<file path="src/arsq_fix_note_unused.sv">
// spare source file, holds no logic

</file>
<file path="src/arsq_pkg.sv">
// constants and types of the automatic restart sequencer
package arsq_pkg;
  // ********************************************
  // register offsets and fields
  // ********************************************
  localparam logic [3:0] CTRL_OFS = 4'h0;
  localparam logic [3:0] DELAY_OFS = 4'h4;
  localparam logic [3:0] WATCH_OFS = 4'h8;
  localparam logic [3:0] STAT_OFS = 4'hc;
  localparam int CTRL_MODE_LSB = 0;
  localparam int CTRL_ATT_LSB = 8;
  localparam int CTRL_CLR_BIT = 31;
  localparam int STAT_ATT_LSB = 8;
  localparam int STAT_FAIL_BIT = 16;
  localparam int STAT_PWR_BIT = 17;
  // ********************************************
  // reset values
  // ********************************************
  localparam logic [3:0] MODE_RST = 4'h0;
  localparam logic [7:0] ATT_RST = 8'h03;
  localparam logic [15:0] DELAY_RST = 16'h0bb8;
  localparam logic [15:0] WATCH_RST = 16'h0000;
  // ********************************************
  // timing
  // ********************************************
  localparam int CLK_HZ = 40000000;
  localparam int TICK_MS = 1;
  localparam int TICK_CYCLES = CLK_HZ / 1000 * TICK_MS;
  localparam int SUCCESS_S = 1;
  localparam int SUCCESS_MS = SUCCESS_S * 1000 / TICK_MS;
  // ********************************************
  // modes, responses and states
  // ********************************************
  localparam logic [3:0] MODE_OFF = 4'h0;
  localparam logic [3:0] MODE_ACK = 4'h1;
  localparam logic [3:0] MODE_LINE = 4'h4;
  localparam logic [3:0] MODE_ANY = 4'h6;
  localparam logic [1:0] RESP_OKAY = 2'h0;
  localparam logic [1:0] RESP_SLVERR = 2'h2;
  typedef enum logic [2:0] {
    ST_IDLE = 3'h0,
    ST_ACK = 3'h1,
    ST_POWER = 3'h3,
    ST_CONFIRM = 3'h2,
    ST_FAILED = 3'h6
  } arsq_state_t;
endpackage

</file>
<file path="src/arsq_top.sv">
// automatic restart sequencer with axi4-lite register slave
//
// Added by the designer: the address map and register access over AXI4-Lite.
`timescale 1ns/1ps
`default_nettype none

module arsq_top #(
  parameter int TICK_CYCLES = arsq_pkg::TICK_CYCLES,
  parameter int ATT_W = 8
) (
  // clock and reset
  input wire logic MCLK_I,
  input wire logic RESET_N_I,
  // axi4-lite write channels
  input wire logic [3:0] S_AXI_AWADDR_I,
  input wire logic S_AXI_AWVALID_I,
  output logic S_AXI_AWREADY_O,
  input wire logic [31:0] S_AXI_WDATA_I,
  input wire logic [3:0] S_AXI_WSTRB_I,
  input wire logic S_AXI_WVALID_I,
  output logic S_AXI_WREADY_O,
  output logic [1:0] S_AXI_BRESP_O,
  output logic S_AXI_BVALID_O,
  input wire logic S_AXI_BREADY_I,
  // axi4-lite read channels
  input wire logic [3:0] S_AXI_ARADDR_I,
  input wire logic S_AXI_ARVALID_I,
  output logic S_AXI_ARREADY_O,
  output logic [31:0] S_AXI_RDATA_O,
  output logic [1:0] S_AXI_RRESP_O,
  output logic S_AXI_RVALID_O,
  input wire logic S_AXI_RREADY_I,
  // drive status
  input wire logic FAULT_PRESENT_I,
  input wire logic ACK_POSSIBLE_I,
  input wire logic UNDERVOLT_FAULT_I,
  input wire logic INFEED_LINE_FAULT_I,
  input wire logic [1:0] INFEED_FAULT_INPUTS_I,
  input wire logic CU_SUPPLY_LOST_I,
  input wire logic SUPPLY_READY_I,
  input wire logic MAGNETIZATION_DONE_I,
  input wire logic RUN_COMMAND_I,
  // drive commands
  output logic FAULT_ACK_O,
  output logic POWER_UP_CMD_O,
  output logic RESTART_FAILED_FAULT_O,
  output logic BUSY_O
);
  // ********************************************
  // state
  // ********************************************
  typedef struct packed {
    arsq_pkg::arsq_state_t state;
    logic [15:0] pre;
    logic [15:0] ack_ms;
    logic [15:0] watch_ms;
    logic watch_on;
    logic [15:0] conf_ms;
    logic [ATT_W-1:0] att;
    logic fail;
    logic ack;
    logic pwr;
    logic [3:0] mode;
    logic [ATT_W-1:0] att_cfg;
    logic [15:0] delay;
    logic [15:0] watch;
    logic aw_got;
    logic w_got;
    logic [3:0] awaddr;
    logic [31:0] wdata;
    logic [3:0] wstrb;
    logic bvalid;
    logic [1:0] bresp;
    logic rvalid;
    logic [1:0] rresp;
    logic [31:0] rdata;
  } arsq_st_t;

  localparam arsq_st_t RST = '{
    state: arsq_pkg::ST_IDLE,
    att: ATT_W'(arsq_pkg::ATT_RST),
    mode: arsq_pkg::MODE_RST,
    att_cfg: ATT_W'(arsq_pkg::ATT_RST),
    delay: arsq_pkg::DELAY_RST,
    watch: arsq_pkg::WATCH_RST,
    default: '0
  };

  arsq_st_t r_ff;
  arsq_st_t nxt_r;
  logic [3:0] m;
  logic tick;
  logic fire;
  logic trig;
  logic wexp;
  logic [15:0] half;

  // merge written bytes into a register
  function automatic logic [31:0] merge(input logic [31:0] old, input logic [31:0] nw,
                                        input logic [3:0] strb);
    logic [31:0] res;
    res = old;
    for (int i = 0; i < 4; i++) begin
      if (strb[i]) begin
        res[i*8 +: 8] = nw[i*8 +: 8];
      end
    end
    return res;
  endfunction

  // ********************************************
  // decoded conditions
  // ********************************************
  // unknown mode codes fall back to off
  assign m = (r_ff.mode == arsq_pkg::MODE_ACK || r_ff.mode == arsq_pkg::MODE_LINE ||
              r_ff.mode == arsq_pkg::MODE_ANY) ? r_ff.mode : arsq_pkg::MODE_OFF;
  // common millisecond tick
  assign tick = (r_ff.pre == 16'(TICK_CYCLES - 1));
  assign fire = (r_ff.state == arsq_pkg::ST_ACK) && (r_ff.ack_ms == 16'h0000);
  // half delay time, never below one tick
  assign half = (r_ff.delay[15:1] == 15'h0000) ? 16'h0001 : {1'b0, r_ff.delay[15:1]};
  // trigger events per mode
  always_comb begin
    unique case (m)
      arsq_pkg::MODE_ACK: trig = FAULT_PRESENT_I;
      arsq_pkg::MODE_LINE: trig = UNDERVOLT_FAULT_I | INFEED_FAULT_INPUTS_I[1] |
                                  INFEED_LINE_FAULT_I | CU_SUPPLY_LOST_I;
      arsq_pkg::MODE_ANY: trig = FAULT_PRESENT_I | INFEED_FAULT_INPUTS_I[0];
      default: trig = 1'b0;
    endcase
  end
  // watch expiry, off when the limit is zero; no guard against short limits
  assign wexp = r_ff.watch_on && (r_ff.watch != 16'h0000) && tick &&
                (r_ff.watch_ms + 16'h0001 >= r_ff.watch);

  // ********************************************
  // next state
  // ********************************************
  always_comb begin
    logic clr;
    logic set;
    logic [31:0] wv;
    clr = 1'b0;
    set = 1'b0;
    wv = 32'h0000_0000;
    nxt_r = r_ff;
    nxt_r.ack = 1'b0;
    nxt_r.pre = tick ? 16'h0000 : r_ff.pre + 16'h0001;
    // axi write: address and data in either order
    if (S_AXI_AWVALID_I && S_AXI_AWREADY_O) begin
      nxt_r.aw_got = 1'b1;
      nxt_r.awaddr = S_AXI_AWADDR_I;
    end
    if (S_AXI_WVALID_I && S_AXI_WREADY_O) begin
      nxt_r.w_got = 1'b1;
      nxt_r.wdata = S_AXI_WDATA_I;
      nxt_r.wstrb = S_AXI_WSTRB_I;
    end
    if (r_ff.aw_got && r_ff.w_got) begin
      nxt_r.aw_got = 1'b0;
      nxt_r.w_got = 1'b0;
      nxt_r.bvalid = 1'b1;
      nxt_r.bresp = arsq_pkg::RESP_OKAY;
      unique case (r_ff.awaddr)
        arsq_pkg::CTRL_OFS: begin
          wv = merge(32'({r_ff.att_cfg, 4'h0, r_ff.mode}), r_ff.wdata, r_ff.wstrb);
          nxt_r.mode = wv[arsq_pkg::CTRL_MODE_LSB +: 4];
          nxt_r.att_cfg = wv[arsq_pkg::CTRL_ATT_LSB +: ATT_W];
          clr = r_ff.wstrb[3] && r_ff.wdata[arsq_pkg::CTRL_CLR_BIT];
        end
        arsq_pkg::DELAY_OFS: begin
          wv = merge({16'h0000, r_ff.delay}, r_ff.wdata, r_ff.wstrb);
          nxt_r.delay = wv[15:0];
        end
        arsq_pkg::WATCH_OFS: begin
          wv = merge({16'h0000, r_ff.watch}, r_ff.wdata, r_ff.wstrb);
          nxt_r.watch = wv[15:0];
        end
        arsq_pkg::STAT_OFS: nxt_r.bresp = arsq_pkg::RESP_OKAY;
        default: nxt_r.bresp = arsq_pkg::RESP_SLVERR;
      endcase
    end
    if (r_ff.bvalid && S_AXI_BREADY_I) begin
      nxt_r.bvalid = 1'b0;
    end
    // axi read
    if (S_AXI_ARVALID_I && S_AXI_ARREADY_O) begin
      nxt_r.rvalid = 1'b1;
      nxt_r.rresp = arsq_pkg::RESP_OKAY;
      nxt_r.rdata = 32'h0000_0000;
      unique case (S_AXI_ARADDR_I)
        arsq_pkg::CTRL_OFS: begin
          nxt_r.rdata[arsq_pkg::CTRL_MODE_LSB +: 4] = r_ff.mode;
          nxt_r.rdata[arsq_pkg::CTRL_ATT_LSB +: ATT_W] = r_ff.att_cfg;
        end
        arsq_pkg::DELAY_OFS: nxt_r.rdata[15:0] = r_ff.delay;
        arsq_pkg::WATCH_OFS: nxt_r.rdata[15:0] = r_ff.watch;
        arsq_pkg::STAT_OFS: begin
          nxt_r.rdata[2:0] = r_ff.state;
          nxt_r.rdata[arsq_pkg::STAT_ATT_LSB +: ATT_W] = r_ff.att;
          nxt_r.rdata[arsq_pkg::STAT_FAIL_BIT] = r_ff.fail;
          nxt_r.rdata[arsq_pkg::STAT_PWR_BIT] = r_ff.pwr;
        end
        default: nxt_r.rresp = arsq_pkg::RESP_SLVERR;
      endcase
    end else if (r_ff.rvalid && S_AXI_RREADY_I) begin
      nxt_r.rvalid = 1'b0;
    end
    // watch timer counts while an attempt is open
    if (r_ff.watch_on && tick) begin
      nxt_r.watch_ms = r_ff.watch_ms + 16'h0001;
    end
    // sequencer
    unique case (r_ff.state)
      arsq_pkg::ST_IDLE: begin
        nxt_r.att = r_ff.att_cfg;
        nxt_r.watch_on = 1'b0;
        // the fault still shows while our own acknowledge pulse stands
        if (trig && !r_ff.ack) begin
          nxt_r.state = arsq_pkg::ST_ACK;
          nxt_r.ack_ms = 16'h0000;
          nxt_r.watch_ms = 16'h0000;
          nxt_r.watch_on = 1'b1;
        end
      end
      arsq_pkg::ST_ACK: begin
        if (fire) begin
          nxt_r.ack = 1'b1;
          nxt_r.ack_ms = half;
          if (!ACK_POSSIBLE_I) begin
            nxt_r.watch_ms = 16'h0000;
          end else if (m == arsq_pkg::MODE_ACK) begin
            nxt_r.state = arsq_pkg::ST_IDLE;
          end else if (m == arsq_pkg::MODE_ANY && r_ff.att == '0) begin
            set = 1'b1;
          end else begin
            if (m == arsq_pkg::MODE_ANY) begin
              nxt_r.att = r_ff.att - ATT_W'(1);
            end
            nxt_r.state = arsq_pkg::ST_POWER;
          end
        end else if (tick) begin
          nxt_r.ack_ms = r_ff.ack_ms - 16'h0001;
        end
      end
      arsq_pkg::ST_POWER, arsq_pkg::ST_CONFIRM: begin
        // a fault seen during our acknowledge pulse is the one just cleared
        if (FAULT_PRESENT_I && !r_ff.ack) begin
          nxt_r.state = arsq_pkg::ST_ACK;
          nxt_r.ack_ms = 16'h0000;
        end else if (r_ff.state == arsq_pkg::ST_POWER) begin
          if (MAGNETIZATION_DONE_I) begin
            nxt_r.state = arsq_pkg::ST_CONFIRM;
            nxt_r.conf_ms = 16'h0000;
            nxt_r.watch_on = 1'b0;
          end
        end else if (tick) begin
          nxt_r.conf_ms = r_ff.conf_ms + 16'h0001;
          if (r_ff.conf_ms == 16'(arsq_pkg::SUCCESS_MS - 1)) begin
            nxt_r.state = arsq_pkg::ST_IDLE;
            nxt_r.att = r_ff.att_cfg;
          end
        end
      end
      arsq_pkg::ST_FAILED: begin
        nxt_r.watch_on = 1'b0;
        if (clr) begin
          nxt_r.state = arsq_pkg::ST_IDLE;
        end
      end
      default: nxt_r.state = arsq_pkg::ST_IDLE;
    endcase
    // watch expiry before magnetization
    if (wexp && r_ff.state != arsq_pkg::ST_FAILED && !MAGNETIZATION_DONE_I) begin
      set = 1'b1;
    end
    if (set) begin
      nxt_r.state = arsq_pkg::ST_FAILED;
      nxt_r.watch_on = 1'b0;
    end
    // inactive modes return to idle and drop the acknowledge, but a failed state is kept
    if (m == arsq_pkg::MODE_OFF && r_ff.state != arsq_pkg::ST_FAILED) begin
      nxt_r.state = arsq_pkg::ST_IDLE;
      nxt_r.ack = 1'b0;
      set = 1'b0;
    end else if (m == arsq_pkg::MODE_ACK && (r_ff.state == arsq_pkg::ST_POWER ||
                                             r_ff.state == arsq_pkg::ST_CONFIRM)) begin
      nxt_r.state = arsq_pkg::ST_IDLE;
    end
    // fault flag: a set wins over a clear in the same cycle
    nxt_r.fail = set | (r_ff.fail & ~clr);
    nxt_r.pwr = (nxt_r.state == arsq_pkg::ST_POWER) && SUPPLY_READY_I;
  end

  // ********************************************
  // state register
  // ********************************************
  always_ff @(posedge MCLK_I or negedge RESET_N_I) begin
    if (!RESET_N_I) begin
      r_ff <= RST;
    end else begin
      r_ff <= nxt_r;
    end
  end

  // outputs
  assign S_AXI_AWREADY_O = !r_ff.aw_got && !r_ff.bvalid;
  assign S_AXI_WREADY_O = !r_ff.w_got && !r_ff.bvalid;
  assign S_AXI_BVALID_O = r_ff.bvalid;
  assign S_AXI_BRESP_O = r_ff.bresp;
  assign S_AXI_ARREADY_O = !r_ff.rvalid;
  assign S_AXI_RVALID_O = r_ff.rvalid;
  assign S_AXI_RDATA_O = r_ff.rdata;
  assign S_AXI_RRESP_O = r_ff.rresp;
  assign FAULT_ACK_O = r_ff.ack;
  assign POWER_UP_CMD_O = r_ff.pwr;
  assign RESTART_FAILED_FAULT_O = r_ff.fail;
  assign BUSY_O = (r_ff.state != arsq_pkg::ST_IDLE);
endmodule

`default_nettype wire

</file>
<file path="config.mk">
export PLATFORM = sky130hd
export DESIGN_NAME = arsq_top
export DESIGN_NICKNAME = d
export VERILOG_FILES = /design/src/arsq_fix_note_unused.sv /design/src/arsq_pkg.sv /design/src/arsq_top.sv
export SDC_FILE = /design/constraint.sdc
export NUM_CORES = 1
export LEC_CHECK = 0
export BUFFER_PORTS_ARGS = -buffer_cell sky130_fd_sc_hd__buf_4
export CELL_PAD_IN_SITES_DETAIL_PLACEMENT = 1
export CELL_PAD_IN_SITES_GLOBAL_PLACEMENT = 1
export CORE_UTILIZATION = 46
export CTS_CLUSTER_SIZE = 40
export DETAILED_ROUTE_END_ITERATION = 6
export GPL_ROUTABILITY_DRIVEN = 0
export PLACE_DENSITY = 0.85
export SLEW_MARGIN = 20
export SYNTH_ARGS = -nofsm -noshare
export SYNTH_HDL_FRONTEND = slang
export SYNTH_SLANG_ARGS = --single-unit
</file>
<file path="constraint.sdc">
create_clock -name MCLK_I -period 3.11 [get_ports MCLK_I]
set_input_delay 0.1555 -clock MCLK_I [delete_from_list [all_inputs] [get_ports MCLK_I]]
set_output_delay 0.1555 -clock MCLK_I [all_outputs]
set_load 0.01 [all_outputs]
</file>
==> summary.txt, run 1 <==
Status
  • Status: finished clean

Critical path
  • CP startpoint kind: flop
  • Setup Crit Path Kind: reg2reg
  • Worst r2r path cells: 14
  • Crit Path Max Fanout: 6
  • Worst reg2reg setup slack: ~120 ps
  • Setup crit end kind: flop
  • Worst r2r dst: r_ff[151]
  • Required time worst endpoint: 3470 ps
  • Origin of the critical flop-to-flop path: r_ff[152]
  • Critical Path AT: ~3400 ps

Logic synthesis
  • Synth Cell Area: 0.00913 mm2
  • Synth area leaders: dfrtp_1, mux2_2, o21ai_0
  • Distinct cells, synth: 60
  • #FFs+latches synth: around 170
  • Seq/Total Area, Yosys: a little under half
  • Mapped Cells: 918
  • Count leader, synth: dfrtp_1
  • Cell taking the most area after synthesis: dfrtp_1
  • Post-synth EDFFs: 0
  • Synth cell count leaders: dfrtp_1, nor2_1, mux2_2
  • Syn avg cell area: roughly 9.9 um2
  • Yosys warning count: 0
  • Synth Flop Type: dfrtp_1
  • Post-synth top area share: between 40% and 50%
  • Synth async-reset ratio: 100%

Placement
  • Hpwl dp: about 19000 um
  • Placed cells: 1232
  • IO Port Bufs: 72

Floorplan
  • Rows: 51
  • Starting density of the core: between 40 and 50%
  • Core region area: 0.0195 mm2
  • Ports: around 110
  • Die H: around 140 um
  • DIE AREA: between 0.02 and 0.025 mm2
  • Die Wd: 143 um

Worst hold path
  • Worst hold start: SUPPLY_READY_I
  • Hold WC Path Type: in2reg
  • Hold Path Depth: 2
  • Min-Delay Endpoint: POWER_UP_CMD_O

Finish
  • ANT cells: 0
  • Util after Layout: between 50% and 60%
  • Area grow syn2layout: 19.4%
  • Non-Filler Instances: 1298
  • Share of cells above drive strength 1: between 20% and 30%
  • Layout Nets: ~1.1k

Route
  • DRC Markers: 0
  • Pre-antenna DRT Iters: 4
  • Wire per inst: between 20 and 25 um
  • Vias: 7633
  • Vias per cell: a little under 6
  • Final WL: around 28000 um
  • Iter 0 DRT Violations: between 500 and 600
  • Antenna Nets Post-Route: 0

STA
  • Worst-margin pin slew: ~850 ps
  • Final period util: roughly 96%
  • Final Hold Viols: 0
  • Final Setup Violations: 0
  • Worst Skew: about 13 ps
  • Fmax: 334 MHz
  • Rel. slew slack: 43.1%
  • Final worst path period need: around 3000 ps
  • Max Slew Vio Count: 0

Clocking
  • Clock transition at the registers of the reported paths: approximately 70 ps
  • CTS tree: yes
  • Clock sinks: 171
  • CTS buffer count: 17
  • Htree depth: 4
  • Clock tree buffer depth: 2
  • Clk_lat worst skew: ~460 ps
  • Root Buffer Master: clkbuf_16

Power
  • Leak: approximately 4.8 nW
  • Pwr per Cell Area: about 830 mW/mm2
  • Max rail drop VDD: 0.468 mV

Global routing
  • Grt ovf: 0
  • Largest net degree at the start of global routing: 70
  • Initial antenna violation count: 0
  • Vias in the first global route: 7911
  • Global-route wire length before repair: roughly 43000 um
  • GRT Overall Usage: between 20% and 30%

Job
  • Maxcap violations: 0
==> through the flow <==
stage / worst slack [ps] / setup TNS, ps / total power (W) / area [um2] / hold WS, ps
6_report: 116 / 0 / 0.00902 / 10900 / 25.4
5_1_grt: -51.3 / -100 / 0.00946 / 10900 / 29.2
4_1_cts: 49.4 / 0 / 0.00886 / 10800 / 1.14
3_5_place_dp: -136 / -455 / 0.00662 / 9910 / 200
3_3_place_gp: 113 / 0 / 0.00641 / 9910 / 201
2_1_floorplan: 360 / 0 / 0.00545 / 9190 / -140
==> how the worst max path moves through the flow <==
stage | start | to | slack (ps) | depth (start not counted)
finish | r_ff[152] | r_ff[151] | 120 | 14
global route | r_ff[152] | POWER_UP_CMD_O | -50 | 14
CTS | r_ff[152] | r_ff[151] | 50 | 12
detailed placement | r_ff[152] | r_ff[151] | -140 | 12
global placement | r_ff[152] | POWER_UP_CMD_O | 110 | 12
floorplan | r_ff[152] | POWER_UP_CMD_O | 360 | 12
==> report_power, final <==
part	leakage (nW)	internal, W	total, W	switching, W
clock	0.280	0.00109	0.00215	0.00105
sequential	2.21	0.00287	0.00373	0.000858
combinational	2.33	0.00145	0.00314	0.00169
total	4.82	0.00541	0.00902	0.00360
==> sequential cells by signal (all words and copies together), names as in the netlist <==
signal,flops
S_AXI_RDATA_O,18
S_AXI_RVALID_O,1
r_ff,146
S_AXI_BRESP_O,1
FAULT_ACK_O,1
S_AXI_RRESP_O,1
POWER_UP_CMD_O,1
S_AXI_BVALID_O,1
RESTART_FAILED_FAULT_O,1
==> metal layers <==
layer	share of wire [%]	GRT usage, %
met1	44	35.9
met2	49	47.1
met3	4.7	5.37
met4	2.4	11.3
met5	0	0
==> final cells by class <==
type                            count  area (um2)
Inverter                           33         124
Fill cell                        2152        8570
Timing Repair Buffer              138        1120
Clock buffer                       18         439
Tap cell                          265         332
Clock inverter                     14         149
Multi-Input combinational cell    659        4430
Sequential cell                   171        4300
==> critical path, cell delays in order (launching register included) <==
cell and delay (ps):
dfrtp_1 430, nand3_2 140, nor2_2 130, buf_4 150
nand4_1 150, nor2_1 160, xor2_1 240, ha_1 280
buf_4 140, a21oi_1 150, o21ai_0 150, nand2b_1 100
o211ai_1 150, a21oi_2 300, a21boi_0 230
==> cells in the final DEF, fill, tap and decap left out, types with 13 or more instances in the layout <==
master / count
a21oi_1: 35
buf_4: 109
clkbuf_16: 17
conb_1: 16
dfrtp_1: 153
dlygate4sd3_1: 27
ha_1: 20
inv_1: 33
mux2_2: 69
nand2_1: 63
nand3_1: 22
nand4_1: 18
nor2_1: 86
nor3_1: 24
nor4_1: 13
o21ai_0: 68
or3_1: 17
xnor2_1: 24
xor2_1: 23
==> what timing repair did <==
| item | in CTS | in global routing |
|---|---|---|
| hold buffers | 27 | 0 |
| gates resized for setup | 3 | 16 |
| setup buffers | 1 | 6 |
| hold endpoints to repair | 84 | 0 |
| pin swaps | 1 | 13 |
| endpoints found under the setup margin | 6 | 6 |
==> kinds of logic (layout without fill, tap and decap cells) <==
group                      Yosys count  after routing  synth area share (%)
DFF                                171            171                  47.0
AOI/OAI and AO/OA                  190            190                  13.2
and+or+nand+nor                    311            311                  17.4
xor gates and xnor gates            47             47                  4.51
adders and majority gates           21             21                  2.88
other                                1             16                0.0411
muxes                               74             74                  9.06
buffers and inverters              103            203                  5.91
Note: power is estimated with default switching activity, not from simulation.
==> inputs of run 2 (changes only) <==
==> constraint.sdc (replaced) <==
create_clock -name MCLK_I -period 3.3 [get_ports MCLK_I]
set_input_delay 0.165 -clock MCLK_I [delete_from_list [all_inputs] [get_ports MCLK_I]]
set_output_delay 0.165 -clock MCLK_I [all_outputs]
set_load 0.01 [all_outputs]
==> run 2 against run 1 <==
- critical path depth decreased by 1
- first-iteration DRC count down 9.1%
- core utilization is 0.87 points lower
- final cell count decreased by 1.3%
- non-clock buffer count decreased by 17
- die area stayed put
- clock skew is 0.58 ps lower
- worst setup slack worse by 110 ps
- worst hold slack better by 64 ps
- maximum frequency is 9.0% lower
- sequential power fell by 5%
- power shrank 7.4%
- highest routed layer unchanged
==> summary.txt, run 2 (synthesis gave the netlist of run 1 again) <==
Placement
  • Hpwl dp: 18600 um (-1.8%)
  • IO Port Bufs: 72 (unchanged)
  • Area post-placement: 0.00981 mm2 (-0.98%)

Critical path
  • Crit path from: r_ff[152]
  • Origin of the critical flop-to-flop path: r_ff[152]
  • Worst r2r path cells: 13 (-1)
  • Setup crit end kind: flop
  • Critical Path AT: 3660 ps (+300 ps)
  • Worst reg2reg setup slack: 10 ps (-110 ps)
  • Setup Crit Path Kind: reg2reg
  • Critical Path Sink: POWER_UP_CMD_O
  • Worst r2r dst: POWER_UP_CMD_O
  • CP startpoint kind: flop
  • Crit Path Max Fanout: 6 (unchanged)
  • Required time worst endpoint: 3670 ps (+200 ps)

Route
  • Vias: 7556 (-1.0%)
  • Iter 0 DRT Violations: 537 (-9.1%)
  • DRC Markers: 0 (unchanged)
  • WL met3: 1620 um (+25%)
  • Highest Signal Layer: met4
  • WL met2: 13300 um (-1.4%)
  • Wire per inst: 21.3 um (+0.48%)
  • Met1 Routed Length: 11800 um (-2.1%)
  • Pre-antenna DRT Iters: 5 (+1)
  • Final WL: 27300 um (-0.84%)
  • Vias per cell: 5.90 (+0.30%)
  • Antenna Nets Post-Route: 0 (unchanged)

STA
  • Setup Total Neg Slack: 0 ps (unchanged)
  • Final Setup Violations: 0 (unchanged)
  • Final Hold Viols: 0 (unchanged)
  • Final worst path period need: 3290 ps (+295 ps)
  • Worst-margin pin slew: 1010 ps (+160 ps)
  • Final period util: 99.7% (+3.4 points)
  • Fmax: 304 MHz (-9.0%)
  • Max Slew Vio Count: 0 (unchanged)
  • Worst hold margin: 89.3 ps (+63.9 ps)
  • Rel. slew slack: 32.6% (-10 points)
  • Worst Skew: 12.3 ps (-0.577 ps)

Power
  • Max rail drop VDD: 0.448 mV (-4.3%)
  • Pwr per Cell Area: 778 mW/mm2 (-6.0%)
  • Tot Pwr: 0.00835 W (-7.4%)
  • Leak: 4.75 nW (-1.6%)

Clocking
  • Clock sinks: 171 (unchanged)
  • Clock tree buffer depth: 2 (unchanged)
  • Htree depth: 4 (unchanged)
  • Clock transition at the registers of the reported paths: 60 ps (about the same)
  • CTS tree: yes
  • Clk_lat worst skew: 440 ps (-20 ps)
  • CTS buffer count: 17 (unchanged)
  • Root Buffer Master: clkbuf_16

Worst hold path
  • Hold Path Depth: 3 (+1)
  • Hold WC Path Type: in2reg

Global routing
  • GRT Overall Usage: 28.0% (-0.18 points)
  • Global-route wire length before repair: 43000 um (-0.41%)
  • Initial antenna violation count: 0 (unchanged)
  • Vias in the first global route: 7926 (+0.19%)
  • Grt ovf: 0 (unchanged)
  • Largest net degree at the start of global routing: 82 (+17%)

Floorplan
  • Core region area: 0.0195 mm2 (unchanged)
  • Starting density of the core: 46.9% (unchanged)
  • Die Wd: 143 um (unchanged)
  • Rows: 51 (unchanged)
  • Die H: 143 um (unchanged)
  • DIE AREA: 0.0204 mm2 (unchanged)
  • Ports: 106 (unchanged)

Finish
  • Layout Nets: 1085 (-1.5%)
  • Fillers: 2112 (-1.9%)
  • Most common cell after layout, fill and taps aside: dfrtp_1
  • Biggest register: r_ff
  • Max reg flops: 146 (unchanged)
  • Area grow syn2layout: 17.5%
  • Share of cells above drive strength 1: 21.9% (-2.6 points)
  • Final design area excluding fillers: 0.0107 mm2 (-1.6%)
  • ANT cells: 0 (unchanged)
  • Most frequent cells in the layout: dfrtp_1, buf_4, nor2_1, mux2_2, o21ai_0

Status
  • Status: finished clean

Job
  • Maxcap violations: 0 (unchanged)
-- run 2: cell types whose count changed in the layout (fill, tap and decap cells not counted), moves of 2 or more --
cell / before / now
buf_4: 109 / 91
dfrtp_1: 153 / 160
dfrtp_2: 7 / 0
inv_8: 6 / 1
clkbuf_1: 0 / 3
bufinv_16: 0 / 2
clkinv_8: 2 / 0
-- run 2: metal layers --
| layer | vias to the layer above | track usage [%] |
|---|---|---|
| li1 | 3424 | - |
| met2 | 247 | 46.2 |
| met3 | 47 | 6.57 |
| met5 | - | 0 |
| met4 | 0 | 9.45 |
| met1 | 3838 | 36.1 |
-- run 2: report_power, final --
part	internal (W)	total [W]	leakage (nW)	switching (W)
Clock	0.00115	0.00204	0.281	0.000890
Combinational	0.00124	0.00278	2.24	0.00153
Sequential	0.00270	0.00353	2.22	0.000828
-- run 2: stage by stage --
| step | setup slack [ps] | util (%) | instances |
|---|---|---|---|
| 6_report | 10.5 | 55.1 | 1281 |
| 2_1_floorplan | 550 | - | 933 |
| 4_1_cts | 81.9 | 54.9 | 1279 |
| 3_5_place_dp | 61.5 | 50.4 | 1219 |
| 3_3_place_gp | 219 | 50.4 | 1219 |
| 5_1_grt | -139 | 55.1 | 1281 |
-- run 2: cell type report --
type	count	area [um2]	share of cell area, %
multi-input cells	659	4400	41.0
clock buffers	21	450	4.20
clock inverters	11	135	1.26
flip-flops and latches	171	4290	40.0
repair buffers	121	995	9.27
well taps	265	332	3.09
inverters	33	124	1.15
-- run 2: worst min-delay path by stage --
stage                    startpoint          end
3_3_place_gp              RESET_N_I     r_ff[54]
6_report       MAGNETIZATION_DONE_I    r_ff[146]
5_1_grt        MAGNETIZATION_DONE_I    r_ff[146]
3_5_place_dp              RESET_N_I     r_ff[51]
2_1_floorplan             RESET_N_I  FAULT_ACK_O
4_1_cts        MAGNETIZATION_DONE_I    r_ff[146]
-- run 2: timing repair --
| action | CTS | global route |
|---|---|---|
| gates cloned | 0 | 0 |
| endpoints found under the setup margin | 5 | 6 |
| hold buffers | 28 | 0 |
| pin swaps | 0 | 1 |
| endpoints found under the hold margin | 72 | 0 |
| setup buffers | 0 | 2 |
| gates resized for setup | 1 | 5 |
-- run 2: worst max-delay path, cell delays in order (launching register included) --
cell and delay [ps]:
dfrtp_1 410, ha_2 250, nand3_2 180, or2_2 380, nor2_1 150, and3_1 190
xor2_1 210, ha_1 290, nand4_1 130, nor3_1 70, nor3_1 220, o211ai_1 200
a21oi_2 310, and4_1 230
